<file path="src/include/pmol_pkg.sv">
// Purpose: shared constants, states and carriers of the power mode / lock control
// Assumes: one clock at 100 MHz, one machine cycle is twelve clocks
// Notes:   register offsets are byte addresses on the plain register port
package pmol_pkg;

	// register port geometry
	localparam int unsigned AW = 8;
	localparam int unsigned DW = 32;

	// register offsets
	localparam logic [AW-1:0] OFS_CTRL    = 8'h00;
	localparam logic [AW-1:0] OFS_STATUS  = 8'h04;
	localparam logic [AW-1:0] OFS_KEY_IDX = 8'h08;
	localparam logic [AW-1:0] OFS_KEY_DAT = 8'h0C;
	localparam logic [AW-1:0] OFS_VFY_IN  = 8'h10;
	localparam logic [AW-1:0] OFS_VFY_OUT = 8'h14;

	// control register fields
	localparam int unsigned CTRL_IDLE    = 0;
	localparam int unsigned CTRL_PDOWN   = 1;
	localparam int unsigned CTRL_CRYPT   = 2;
	localparam int unsigned CTRL_VFY_RST = 3;

	// status register fields
	localparam int unsigned ST_MODE_LO  = 0;
	localparam int unsigned ST_EXT      = 3;
	localparam int unsigned ST_LOCK1    = 4;
	localparam int unsigned ST_LOCK2    = 5;
	localparam int unsigned ST_MISMATCH = 6;
	localparam int unsigned ST_VFY_OFF  = 7;
	localparam int unsigned ST_PROG_OFF = 8;

	// timing: idle exit runs at most two machine cycles of twelve clocks
	localparam int unsigned MC_CLKS      = 12;
	localparam int unsigned IDLE_EXIT_MC = 2;
	localparam int unsigned EXIT_CLKS    = IDLE_EXIT_MC * MC_CLKS;
	localparam int unsigned CNT_W        = $clog2(EXIT_CLKS + 1);

	// encryption key array
	localparam int unsigned KEYS  = 32;
	localparam int unsigned KEY_W = $clog2(KEYS);

	// reset value of the strap latch, used before any hardware reset
	localparam logic EA_LATCH_RST = 1'b1;

	typedef enum logic [2:0] {
		M_RUN       = 3'b000,
		M_IDLE      = 3'b001,
		M_IDLE_EXIT = 3'b010,
		M_PDOWN     = 3'b011,
		M_IN_RESET  = 3'b100,
		M_FLOAT     = 3'b101
	} pmol_mode_t;

	typedef struct packed {
		logic [AW-1:0] addr;
		logic [DW-1:0] wdata;
		logic          we;
		logic          re;
	} pmol_bus_t;

	// pin state controls toward the port and strobe drivers
	typedef struct packed {
		logic p0_float;
		logic p2_addr;
		logic ports_hold;
		logic ale_low;
		logic program_fetch_strobe_low;
		logic weak_pull;
		logic osc_run;
	} pmol_pins_t;

	// core controls toward cpu, ram and special function registers
	typedef struct packed {
		logic cpu_halt;
		logic ram_block;
		logic ram_hold;
		logic sfr_hold;
		logic sfr_reset;
	} pmol_core_t;

endpackage

</file>
<file path="src/logic/pmol_sync.sv">
// Purpose: two flip-flop synchroniser for pin inputs
// Assumes: inputs are slow levels from outside the clock domain
// Notes:   the first stage feeds only the second stage
module pmol_sync #(
	parameter int unsigned W   = 1,
	parameter logic [W-1:0] RST = '0
) (
	input  wire logic         i_clk,
	input  wire logic         i_sys_rst,
	input  wire logic [W-1:0] i_async,
	output logic      [W-1:0] o_sync
);
	typedef struct packed {
		logic [W-1:0] s1;
		logic [W-1:0] s2;
	} pmol_sync_st_t;

	pmol_sync_st_t st_q;
	pmol_sync_st_t st_d;

	// shift the pin through both stages
	always_comb begin
		st_d    = st_q;
		st_d.s1 = i_async;
		st_d.s2 = st_q.s1;
	end

	always_ff @(posedge i_clk) begin
		if (i_sys_rst) begin
			st_q <= '{s1: RST, s2: RST};
		end else begin
			st_q <= st_d;
		end
	end

	assign o_sync = st_q.s2;
endmodule

</file>
<file path="src/logic/pmol_crypt.sv">
// Purpose: key store and encrypted verify output
// Assumes: one code byte per i_code_valid pulse
// Notes:   keys are cleared by system reset only, not by the reset pin
module pmol_crypt
	import pmol_pkg::*;
(
	input  wire logic             i_clk,
	input  wire logic             i_sys_rst,
	input  wire logic             i_key_we,
	input  wire logic [KEY_W-1:0] i_key_idx,
	input  wire logic [7:0]       i_key_data,
	input  wire logic             i_restart,
	input  wire logic             i_enc_en,
	input  wire logic             i_code_valid,
	input  wire logic [7:0]       i_code,
	output logic                  o_out_valid,
	output logic      [7:0]       o_out
);
	typedef struct packed {
		logic [KEYS-1:0][7:0] keys;
		logic [KEY_W-1:0]     idx;
		logic                 vld;
		logic [7:0]           out;
	} pmol_crypt_st_t;

	pmol_crypt_st_t st_q;
	pmol_crypt_st_t st_d;

	// restart wins over a byte in the same cycle; index wraps by width
	always_comb begin
		st_d     = st_q;
		st_d.vld = 1'b0;
		if (i_key_we) begin
			st_d.keys[i_key_idx] = i_key_data;
		end
		if (i_restart) begin
			st_d.idx = '0; // [RULE20]
		end else if (i_code_valid) begin
			st_d.vld = 1'b1;
			st_d.out = i_enc_en ? ~(i_code ^ st_q.keys[st_q.idx]) : i_code; // [RULE16]
			st_d.idx = i_enc_en ? st_q.idx + 1'b1 : st_q.idx; // [RULE16] [RULE20]
		end
	end

	always_ff @(posedge i_clk) begin
		if (i_sys_rst) begin
			st_q <= '0;
		end else begin
			st_q <= st_d;
		end
	end

	assign o_out_valid = st_q.vld;
	assign o_out       = st_q.out;
endmodule

</file>
<file path="src/logic/pmol_ctrl.sv">
// Purpose: idle, power down, float test mode, strap latch and program lock control
// Assumes: lock bits come from on-chip fuses in this clock domain;
//          reset pin, strobes and strap come from pins and are synchronised
// Notes:   a machine cycle is twelve clocks; key store lives in pmol_crypt
// Overview of operation
// RULE1 - idle external fetch: p0 floats, p2 addresses
// RULE2 - power down: strobes low, ports hold
// RULE3 - reset ends idle: ram blocked two cycles
// RULE4 - software avoids port write after idle
// RULE5 - power down stops oscillator, halts cpu
// RULE6 - ram and registers kept in power down
// RULE7 - only hardware reset leaves power down
// RULE8 - reset clears registers, keeps ram
// RULE9 - reset source waits supply, oscillator settle
// RULE10 - software matches carry and b7 first
// RULE11 - lock1 latches strap during reset
// RULE12 - strap latch must match pin
// RULE13 - ale low through reset enters float
// RULE14 - float: p0 floats, others weak high
// RULE15 - ordinary reset leaves float mode
// RULE16 - verify bytes xnor with key sequence
// RULE17 - lock1 blocks external reads, programming
// RULE18 - both locks also disable verify
// RULE19 - reserved lock code adds nothing
// RULE20 - key index restarts and wraps
module pmol_ctrl
	import pmol_pkg::*;
(
	input  wire logic                i_clk,
	input  wire logic                i_sys_rst,
	input  wire pmol_pkg::pmol_bus_t i_bus,
	output logic [pmol_pkg::DW-1:0]  o_rdata,
	input  wire logic                i_rst_pin,
	input  wire logic                i_ale_pin,
	input  wire logic                i_program_fetch_strobe_pin,
	input  wire logic                i_ea_n_pin,
	input  wire logic                i_irq,
	input  wire logic                i_lock1_prog,
	input  wire logic                i_lock2_prog,
	output pmol_pkg::pmol_pins_t     o_pins,
	output pmol_pkg::pmol_core_t     o_core,
	output logic                     o_ext_fetch,
	output logic                     o_int_code_block,
	output logic                     o_prog_block
);
	import pmol_pkg::*;

	typedef struct packed {
		pmol_mode_t    mode;
		logic [CNT_W-1:0] cnt;
		logic          once_arm;
		logic          ea_latch;
		logic          crypt_en;
		logic [KEY_W-1:0] key_idx;
		pmol_pins_t    pins;
		pmol_core_t    core;
		logic          ext;
		logic          int_blk;
		logic          prog_blk;
		logic [DW-1:0] rdata;
	} pmol_st_t;

	pmol_st_t st_q;
	pmol_st_t st_d;

	logic [3:0]  sync_out;
	logic        rst_s;
	logic        ale_s;
	logic        program_fetch_strobe_s;
	logic        ea_n_s;
	logic        vfy_vld;
	logic [7:0]  vfy_out;
	logic        lock1;
	logic        vfy_off;
	logic        key_we;
	logic        vfy_rst;
	logic        code_vld;

	// strobes idle high and the reset pin low, so a missing pull does not look like reset
	pmol_sync #(
		.W   (4),
		.RST (4'h6)
	) u_sync (
		.i_clk     (i_clk),
		.i_sys_rst (i_sys_rst),
		.i_async   ({i_rst_pin, i_ale_pin, i_program_fetch_strobe_pin, i_ea_n_pin}),
		.o_sync    (sync_out)
	);
	assign {rst_s, ale_s, program_fetch_strobe_s, ea_n_s} = sync_out;

	// lock decode; the reserved pattern (lock2 only) decodes as unlocked
	assign lock1   = i_lock1_prog; // [RULE17] [RULE19]
	assign vfy_off = i_lock1_prog & i_lock2_prog; // [RULE18] [RULE19]

	// register strobes toward the key store
	assign key_we   = i_bus.we && (i_bus.addr == OFS_KEY_DAT);
	assign vfy_rst  = i_bus.we && (i_bus.addr == OFS_CTRL) && i_bus.wdata[CTRL_VFY_RST];
	assign code_vld = i_bus.we && (i_bus.addr == OFS_VFY_IN) && !vfy_off; // [RULE18]

	pmol_crypt u_crypt (
		.i_clk        (i_clk),
		.i_sys_rst    (i_sys_rst),
		.i_key_we     (key_we),
		.i_key_idx    (st_q.key_idx),
		.i_key_data   (i_bus.wdata[7:0]),
		.i_restart    (vfy_rst),
		.i_enc_en     (st_q.crypt_en),
		.i_code_valid (code_vld),
		.i_code       (i_bus.wdata[7:0]),
		.o_out_valid  (vfy_vld),
		.o_out        (vfy_out)
	);

	// pin and core controls implied by one mode
	function automatic pmol_pins_t pins_of(input pmol_mode_t m, input logic ext);
		pmol_pins_t p;
		p = '{p0_float: 1'b0, p2_addr: 1'b0, ports_hold: 1'b0, ale_low: 1'b0,
		      program_fetch_strobe_low: 1'b0, weak_pull: 1'b0, osc_run: 1'b1};
		case (m)
			M_IDLE, M_IDLE_EXIT: begin
				p.p0_float   = ext; // [RULE1]
				p.p2_addr    = ext; // [RULE1]
				p.ports_hold = 1'b1; // [RULE1]
			end
			M_PDOWN: begin
				p.ale_low    = 1'b1; // [RULE2]
				p.program_fetch_strobe_low   = 1'b1; // [RULE2]
				p.p0_float   = ext; // [RULE2]
				p.ports_hold = 1'b1; // [RULE2]
				p.osc_run    = 1'b0; // [RULE5]
			end
			M_FLOAT: begin
				p.p0_float  = 1'b1; // [RULE14]
				p.weak_pull = 1'b1; // [RULE14]
			end
			default: begin
				p.osc_run = 1'b1;
			end
		endcase
		return p;
	endfunction

	function automatic pmol_core_t core_of(input pmol_mode_t m);
		pmol_core_t c;
		c = '0;
		case (m)
			M_IDLE:      c.cpu_halt  = 1'b1;
			M_IDLE_EXIT: c.ram_block = 1'b1; // [RULE3] ports stay held
			M_PDOWN: begin
				c.cpu_halt = 1'b1; // [RULE5]
				c.ram_hold = 1'b1; // [RULE6]
				c.sfr_hold = 1'b1; // [RULE6]
			end
			M_IN_RESET:  c.sfr_reset = 1'b1; // [RULE8] ram is never cleared
			M_FLOAT:     c.cpu_halt  = 1'b1;
			default:     c.cpu_halt  = 1'b0;
		endcase
		return c;
	endfunction

	// mode sequencing, register writes and read data
	always_comb begin
		st_d       = st_q;
		st_d.rdata = '0;
		st_d.cnt   = '0;
		case (st_q.mode)
			M_RUN: begin
				if (rst_s) begin
					st_d.mode = M_IN_RESET;
				end else if (i_bus.we && i_bus.addr == OFS_CTRL && i_bus.wdata[CTRL_PDOWN]) begin
					st_d.mode = M_PDOWN; // [RULE5] halts right after this write
				end else if (i_bus.we && i_bus.addr == OFS_CTRL && i_bus.wdata[CTRL_IDLE]) begin
					st_d.mode = M_IDLE;
				end
			end
			M_IDLE: begin
				if (rst_s) begin
					st_d.mode = M_IDLE_EXIT; // [RULE3]
				end else if (i_irq) begin
					st_d.mode = M_RUN;
				end
			end
			M_IDLE_EXIT: begin
				// execution may run on briefly; ram is fenced off and ports are held
				st_d.cnt = st_q.cnt + 1'b1;
				if (st_q.cnt == CNT_W'(EXIT_CLKS - 1)) begin
					st_d.mode = M_IN_RESET; // [RULE3]
				end
			end
			M_PDOWN: begin
				// interrupts are ignored; the reset source must wait for supply
				if (rst_s) begin
					st_d.mode = M_IN_RESET; // [RULE7] [RULE9]
				end
			end
			M_IN_RESET: begin
				if (lock1) begin
					st_d.ea_latch = ea_n_s; // [RULE11] [RULE12]
				end
				st_d.once_arm = st_q.once_arm ? !ale_s : (!ale_s && program_fetch_strobe_s); // [RULE13]
				if (!rst_s) begin
					st_d.mode     = (st_q.once_arm && !ale_s) ? M_FLOAT : M_RUN; // [RULE13]
					st_d.once_arm = 1'b0;
				end
			end
			M_FLOAT: begin
				if (rst_s) begin
					st_d.mode = M_IN_RESET; // [RULE15]
				end
			end
			default: begin
				st_d.mode = M_IN_RESET;
			end
		endcase
		if (i_bus.we && i_bus.addr == OFS_CTRL) begin
			st_d.crypt_en = i_bus.wdata[CTRL_CRYPT];
		end
		if (i_bus.we && i_bus.addr == OFS_KEY_IDX) begin
			st_d.key_idx = i_bus.wdata[KEY_W-1:0];
		end
		if (i_bus.re) begin
			case (i_bus.addr)
				OFS_CTRL:    st_d.rdata[CTRL_CRYPT] = st_q.crypt_en;
				OFS_STATUS: begin
					st_d.rdata[ST_MODE_LO +: 3] = st_q.mode;
					st_d.rdata[ST_EXT]          = st_q.ext;
					st_d.rdata[ST_LOCK1]        = i_lock1_prog;
					st_d.rdata[ST_LOCK2]        = i_lock2_prog;
					st_d.rdata[ST_MISMATCH]     = lock1 && (st_q.ea_latch != ea_n_s); // [RULE12]
					st_d.rdata[ST_VFY_OFF]      = vfy_off;
					st_d.rdata[ST_PROG_OFF]     = lock1;
				end
				OFS_KEY_IDX: st_d.rdata[KEY_W-1:0] = st_q.key_idx;
				OFS_VFY_OUT: st_d.rdata[8:0] = {vfy_vld, vfy_out};
				default:     st_d.rdata = '0;
			endcase
		end
		st_d.ext      = lock1 ? ~st_d.ea_latch : ~ea_n_s;
		st_d.pins     = pins_of(st_d.mode, st_d.ext);
		st_d.core     = core_of(st_d.mode);
		st_d.int_blk  = lock1 && st_d.ext; // [RULE17]
		st_d.prog_blk = lock1; // [RULE17]
	end

	// reset clears registers and the key index; the strap latch takes a constant
	always_ff @(posedge i_clk) begin
		if (i_sys_rst) begin
			st_q          <= '0;
			st_q.mode     <= M_IN_RESET;
			st_q.ea_latch <= EA_LATCH_RST;
			st_q.pins     <= pins_of(M_IN_RESET, 1'b0);
			st_q.core     <= core_of(M_IN_RESET);
		end else begin
			st_q <= st_d;
		end
	end

	assign o_rdata          = st_q.rdata;
	assign o_pins           = st_q.pins;
	assign o_core           = st_q.core;
	assign o_ext_fetch      = st_q.ext;
	assign o_int_code_block = st_q.int_blk;
	assign o_prog_block     = st_q.prog_blk;
endmodule

</file>
<file path="config.mk">
export PLATFORM = sky130hd
export DESIGN_NAME = pmol_ctrl
export DESIGN_NICKNAME = d
export VERILOG_FILES = /design/src/include/pmol_pkg.sv /design/src/logic/pmol_sync.sv /design/src/logic/pmol_crypt.sv /design/src/logic/pmol_ctrl.sv
export SDC_FILE = /design/constraint.sdc
export NUM_CORES = 1
export LEC_CHECK = 0
export BUFFER_PORTS_ARGS = -buffer_cell sky130_fd_sc_hd__buf_2
export CAP_MARGIN = 20
export CORE_ASPECT_RATIO = 1.75
export CORE_MARGIN = 3
export CORE_UTILIZATION = 61
export DETAILED_ROUTE_END_ITERATION = 8
export PLACE_DENSITY = 0.78
export SYNTH_ARGS = -nofsm -noshare
export SYNTH_HDL_FRONTEND = slang
export SYNTH_SLANG_ARGS = --single-unit
</file>
<file path="constraint.sdc">
create_clock -name i_clk -period 3.4 [get_ports i_clk]
set_input_delay 1.02 -clock i_clk [delete_from_list [all_inputs] [get_ports i_clk]]
set_output_delay 1.02 -clock i_clk [all_outputs]
set_load 0.1 [all_outputs]
</file>
After elaboration in Yosys (flattened, before gate mapping)
Index checks and enable logic that the tools add are counted.
{ "classes": {"n_addsub": 2, "order_cmp": 3, "n_eq_ne": 17, "muxes": 34, "bitwise": 9, "reduce_logical": 27} }
{ "op_table": {"columns": ["operator", "count"], "rows": [
  ["$bwmux 256", 1],
  ["$bmux 8 s5", 1],
  ["$demux 8 s5", 1],
  ["$mux 3", 9],
  ["$mux 8", 3],
  ["$eq 8x4->1 const B", 2],
  ["$eq 8x5->1 const B", 2],
  ["$pmux 3 s5", 1],
  ["$logic_and 1x1->1", 13],
  ["$eq 3x2->1 const B", 4],
  ["$eq 3x3->1 const B", 4],
  ["$lt 5x6->1 const B", 2],
  ["$pmux 2 s3", 2],
  ["$reduce_or 2->1", 6],
  ["$mux 1", 11],
  ["$add 5x1->5 const B", 2],
  ["$mux 9", 1],
  ["$eq 8x3->1 const B", 1],
  ["$logic_not 8->1", 1],
  ["$not 8->8", 1],
  ["$pmux 4 s2", 1],
  ["$xor 8x8->8", 1],
  ["$eq 3x1->1 const B", 2],
  ["$not 1->1", 6],
  ["other kinds (11)", 14]
]} }
{ "word_totals": {"ff_bits": 339, "input_bits": 51} }

Longest topological paths before layout
{ "depth": {"ltp_word": 11, "mapped_depth": 9} }

Cells and area by module
Synthesis repeated with hierarchy kept, for this count alone.
{ "hier_totals": {"cells_unflattened": 1428, "area_unflattened_um2": 14282.4} }
{ "modules_own_cells": {"columns": ["module", "n_inst", "cells_per_inst", "area_each_um2", "seq_area_each_um2"], "rows": [
  ["pmol_crypt", 1, 1200, 12091.6, 5405.2],
  ["pmol_ctrl", 1, 212, 1980.6, 740.7],
  ["pmol_sync", 1, 16, 210.2, 160.2]
]} }

Worst setup path before layout
Ideal clock, no wire load.
{ "synth_timing": {"kind": "input port to flip-flop", "startpoint": "input port i_bus[41] (netlist name)", "endpoint": "register u_crypt.st_q[156] (netlist name)", "setup_time_ns": 0.128, "t_arrival_ns": 2.682, "path_slack_ns": 0.591, "stages": 8, "path_buffers": 2, "path_cell_list": "nor4_4 > nand4_2 > or3_1 > buf_6 > buf_6 > nor2_8 > mux2i_1 > nor2_1"} }
{ "synth_between": {"elab_chain_len": 2} }
{ "synth_lines": {"columns": ["element", "line", "rtl"], "rows": [
  ["start, declared", "pmol_ctrl.sv:31", "input wire pmol_pkg::pmol_bus_t i_bus,"],
  ["$eq 8x4->1", "pmol_ctrl.sv:96", "assign key_we = i_bus.we && (i_bus.addr == OFS_KEY_DAT);"],
  ["$logic_and 1x1->1", "pmol_ctrl.sv:96", null],
  ["end signal, assigned", "pmol_crypt.sv:49", "st_q <= st_d;"],
  ["end, declared", "pmol_crypt.sv:26", "pmol_crypt_st_t st_q;"]
]} }
Every way passes these cells.
A chain may end at the register's enable or synchronous reset.

Worst setup path after layout
{ "layout_timing": {"startpoint": "register u_crypt.st_q[10] (netlist name)", "endpoint": "register u_crypt.st_q (netlist bit u_crypt.o_out[6])"} }
{ "layout_between": {"elab_chain_len": 5} }
{ "layout_lines": {"columns": ["element", "line", "rtl"], "rows": [
  ["$bmux 8 s5", "pmol_crypt.sv:40", "st_d.out = i_enc_en ? ~(i_code ^ st_q.keys[st_q.idx]) : i_code;"],
  ["$mux 8 (not written as such)", "pmol_crypt.sv:40", null],
  ["$xor 8x8->8", "pmol_crypt.sv:40", null],
  ["$not 8->8", "pmol_crypt.sv:40", null],
  ["$mux 8", "pmol_crypt.sv:40", null]
]} }
Every way passes these cells. The select of a mux whose other input is x is not followed.

==> metrics.yaml <==
status: "finished, final reports clean"
synth_fa_ha_area_frac: 0.00176
powerDensity_nw_per_um2: 480
cts-root-buf: "clkbuf_16"
cp_max_fo: 44
min_period_ns: 2.79
grt_max_degree: 70
ctsResizeCount: 0
drc_errors: 0
post_dp_cell_area_sq_um: 14500
clk_pin_slew_ns: 0.07
endpoint_kind: "flip-flop"
power_frac_seq: 0.501
p_leak_uw: 0.00561
core_sq_um: 22800
numCtsBuffers: 27
clock_path_buffers: 3
maxSlewHeadroom: 0.428
dp.final_hpwl_mm: 22.5
startpoint_type: "flip-flop"
cts_tree: "yes"
finalSetupViolCount: 0
wl_met1_mm: 13.3
maxUsedRoutingLayer: "met4"
drt-total-wl_mm: 35.1
cp_cell_sequence: "buf_12, mux4_2, a22o_1, a211oi_1, o21ai_0, xor2_1, a211oi_1"
pwr-share-clk: 0.449
hold_buffers: 0
drv_slew: 0
ir_drop_v: 0.000389
synth_seq_cells: 315
synthSimpleGateAreaFrac: 0.184
fill_cells: 1796
min_path_type: "flip-flop to flip-flop"
crit_top_cell: "a211oi_1"
synth_ff_type: "dfxtp_1"
cp.required_ns: 3.85
ys_async_sr_fraction: 0
syn2layout_area_growth_pct: 8.53
avgSynthCellArea_sq_um: 9.61
synth_top_cell_by_area: "dfxtp_1"
ant_nets: 0
synth_top_area_share: 0.443
cp_slowest_cell: "mux4_2"
fmax_mhz: 359
syn_area_sq_um: 14200
p_sw_frac: 0.228
io_pins: 98
synth_warnings: 0
fin_skew_ns: 0.0209
drive_gt1_frac: 0.160
finalCritPeriodShare: 0.820
die_area_sq_um: 25300
netlist_instances: 1481
antenna_found_initial: 0
start_util: 0.623
grtUsageTotal: 0.272
grt_pass1_wl_mm: 55.2
dr_wl_met2_mm: 17.9
grt_pass1_vias: 10600
synth.area.top_cells: "dfxtp_1, mux2i_1, mux4_2"
arrival_ns: 3.24
dr.first_iter.drc_count: 857
fp.dieW_um: 121
intPower_uw: 5720
critPathKind: "flip-flop to flip-flop"
wl_per_cell_um: 19.8
p_comb_frac: 0.050
row_count: 73
gr-total-overflow: 0
seq_area_frac_synth: 0.443
viasPerCell: 6.12
die_h_um: 208
critPathMaxStageDelay_ns: 0.56
rsz0062_at_grt: "no"
tns_ns: 0
ys_types: 56
tightest_slew_ns: 0.857
wl_met3_mm: 1.74
post_cts_buffers: 0
vias: 10900
htreeDepth: 1
rrSetupSlack_ns: 0.61
hold_viol_final: 0
synthMuxAreaShare: 0.209
dpl.cell_count: 1727
clock-sinks: 315
detail_route.first_pass.iterations: 5
insertedDiodeCount: 0
p_switching_uw: 1690
clock_latency_ns: 0.55
routabilityCongestion: 0.824
synth_edf_count: 0
synth_top_family_by_area: "multiplexers"
postLayoutCellArea_sq_um: 15400
synth-xor-area-share: 0.0111
drv_cap: 0
fin_nets: 1509
place.port_buffers: 50
synth-compound-area-share: 0.0871
stdcell_count: 1774
==> stage by stage <==
step / hold WS, ns / power (uW) / worst slack [ns] / utilization
6_report: 0.417 / 7410 / 0.611 / 0.677
5_1_grt: 0.428 / 7590 / 0.622 / 0.677
4_1_cts: 0.420 / 7440 / 0.669 / 0.677
3_5_place_dp: 0.405 / 4160 / 0.198 / 0.635
3_3_place_gp: 0.399 / 4160 / 0.254 / 0.635
2_1_floorplan: 0.389 / 4110 / 0.591 / -
==> layer usage <==
metal,up-vias,GRT usage
met1,5343,0.321
met3,104,0.0288
met4,0,0.161
li1,5046,-
met5,-,0
met2,363,0.470
==> cell type report <==
type / instances / area (sq um) / share of cell area
Multi-Input combinational cell: 1009 / 7120 / 0.461
Sequential cell: 315 / 6310 / 0.408
Clock buffer: 36 / 769 / 0.0498
Timing Repair Buffer: 98 / 669 / 0.0433
Tap cell: 300 / 375 / 0.0243
Clock inverter: 11 / 184 / 0.0119
Inverter: 5 / 18.8 / 0.00121
==> power by group through the flow <==
| stage | logic (uW) | registers, uW | clock network, uW |
|---|---|---|---|
| 2_1_floorplan | 302 | 3810 | 0 |
| 3_3_place_gp | 362 | 3800 | 0 |
| 3_5_place_dp | 365 | 3800 | 0 |
| 4_1_cts | 366 | 3710 | 3360 |
| 5_1_grt | 386 | 3710 | 3490 |
| 6_report | 369 | 3710 | 3330 |
==> critical path, delay by kind of cell (launching register included) <==
family                    cells  cell delay (ns)
muxes                         1             0.56
AOI/OAI and AO/OA             4             1.28
xor gates and xnor gates      1             0.20
buffers and inverters         1             0.29
DFF                           1             0.34
==> cells in the final DEF, fill, tap and decap left out, types with 23 or more instances in the layout <==
cell,instances
nor2_1,186
dfxtp_1,312
mux2i_1,170
nand3_1,119
clkbuf_16,27
conb_1,23
buf_4,44
a21oi_1,123
nand2_1,141
mux4_2,56
buf_2,49
==> path summary, 6_finish.rpt <==
check | cells past startpoint | to | start
worst min-delay path | 1 | u_sync.o_sync[2]$_SDFF_PP1_ | u_sync.st_d[2]$_SDFF_PP1_
worst max register to register | 7 | u_crypt.o_out[6]$_SDFFE_PP0P_ | u_crypt.st_q[10]$_SDFFE_PP0P_
worst max-delay path | 7 | u_crypt.o_out[6]$_SDFFE_PP0P_ | u_crypt.st_q[10]$_SDFFE_PP0P_
worst min register to register | 1 | u_sync.o_sync[2]$_SDFF_PP1_ | u_sync.st_d[2]$_SDFF_PP1_
==> sequential cells by signal, indices dropped and copies added (netlist names) <==
name and count:
u_crypt.st_q 261, st_q 16, o_rdata 9, o_ext_fetch 1
u_crypt.o_out 8, u_sync.o_sync 4, u_sync.st_d 4, o_pins 5
o_core 4, u_crypt.o_out_valid 1, o_prog_block 1, o_int_code_block 1
==> Yosys cell counts (7+ instances only) <==
library cell / number
a211oi_1: 17
a21o_1: 10
a21oi_1: 123
a22o_1: 8
and2_1: 8
buf_1: 11
buf_2: 20
buf_4: 51
clkbuf_1: 89
dfxtp_1: 315
mux2i_1: 170
mux4_2: 56
nand2_1: 141
nand3_1: 119
nor2_1: 186
nor2_8: 13
nor2b_1: 15
o21ai_0: 19
o221ai_1: 8
o22ai_1: 8
or2_2: 7
xor2_1: 15
==> cells by family after synthesis <==
logic type      count (synthesis)
simple gates                  531
flops                         315
mux                           227
compound gates                208
buf+inv                       179
xor+xnor                       18
fa+ha+maj                       2
other cells                     1
Power figures use the tool's default switching activity.
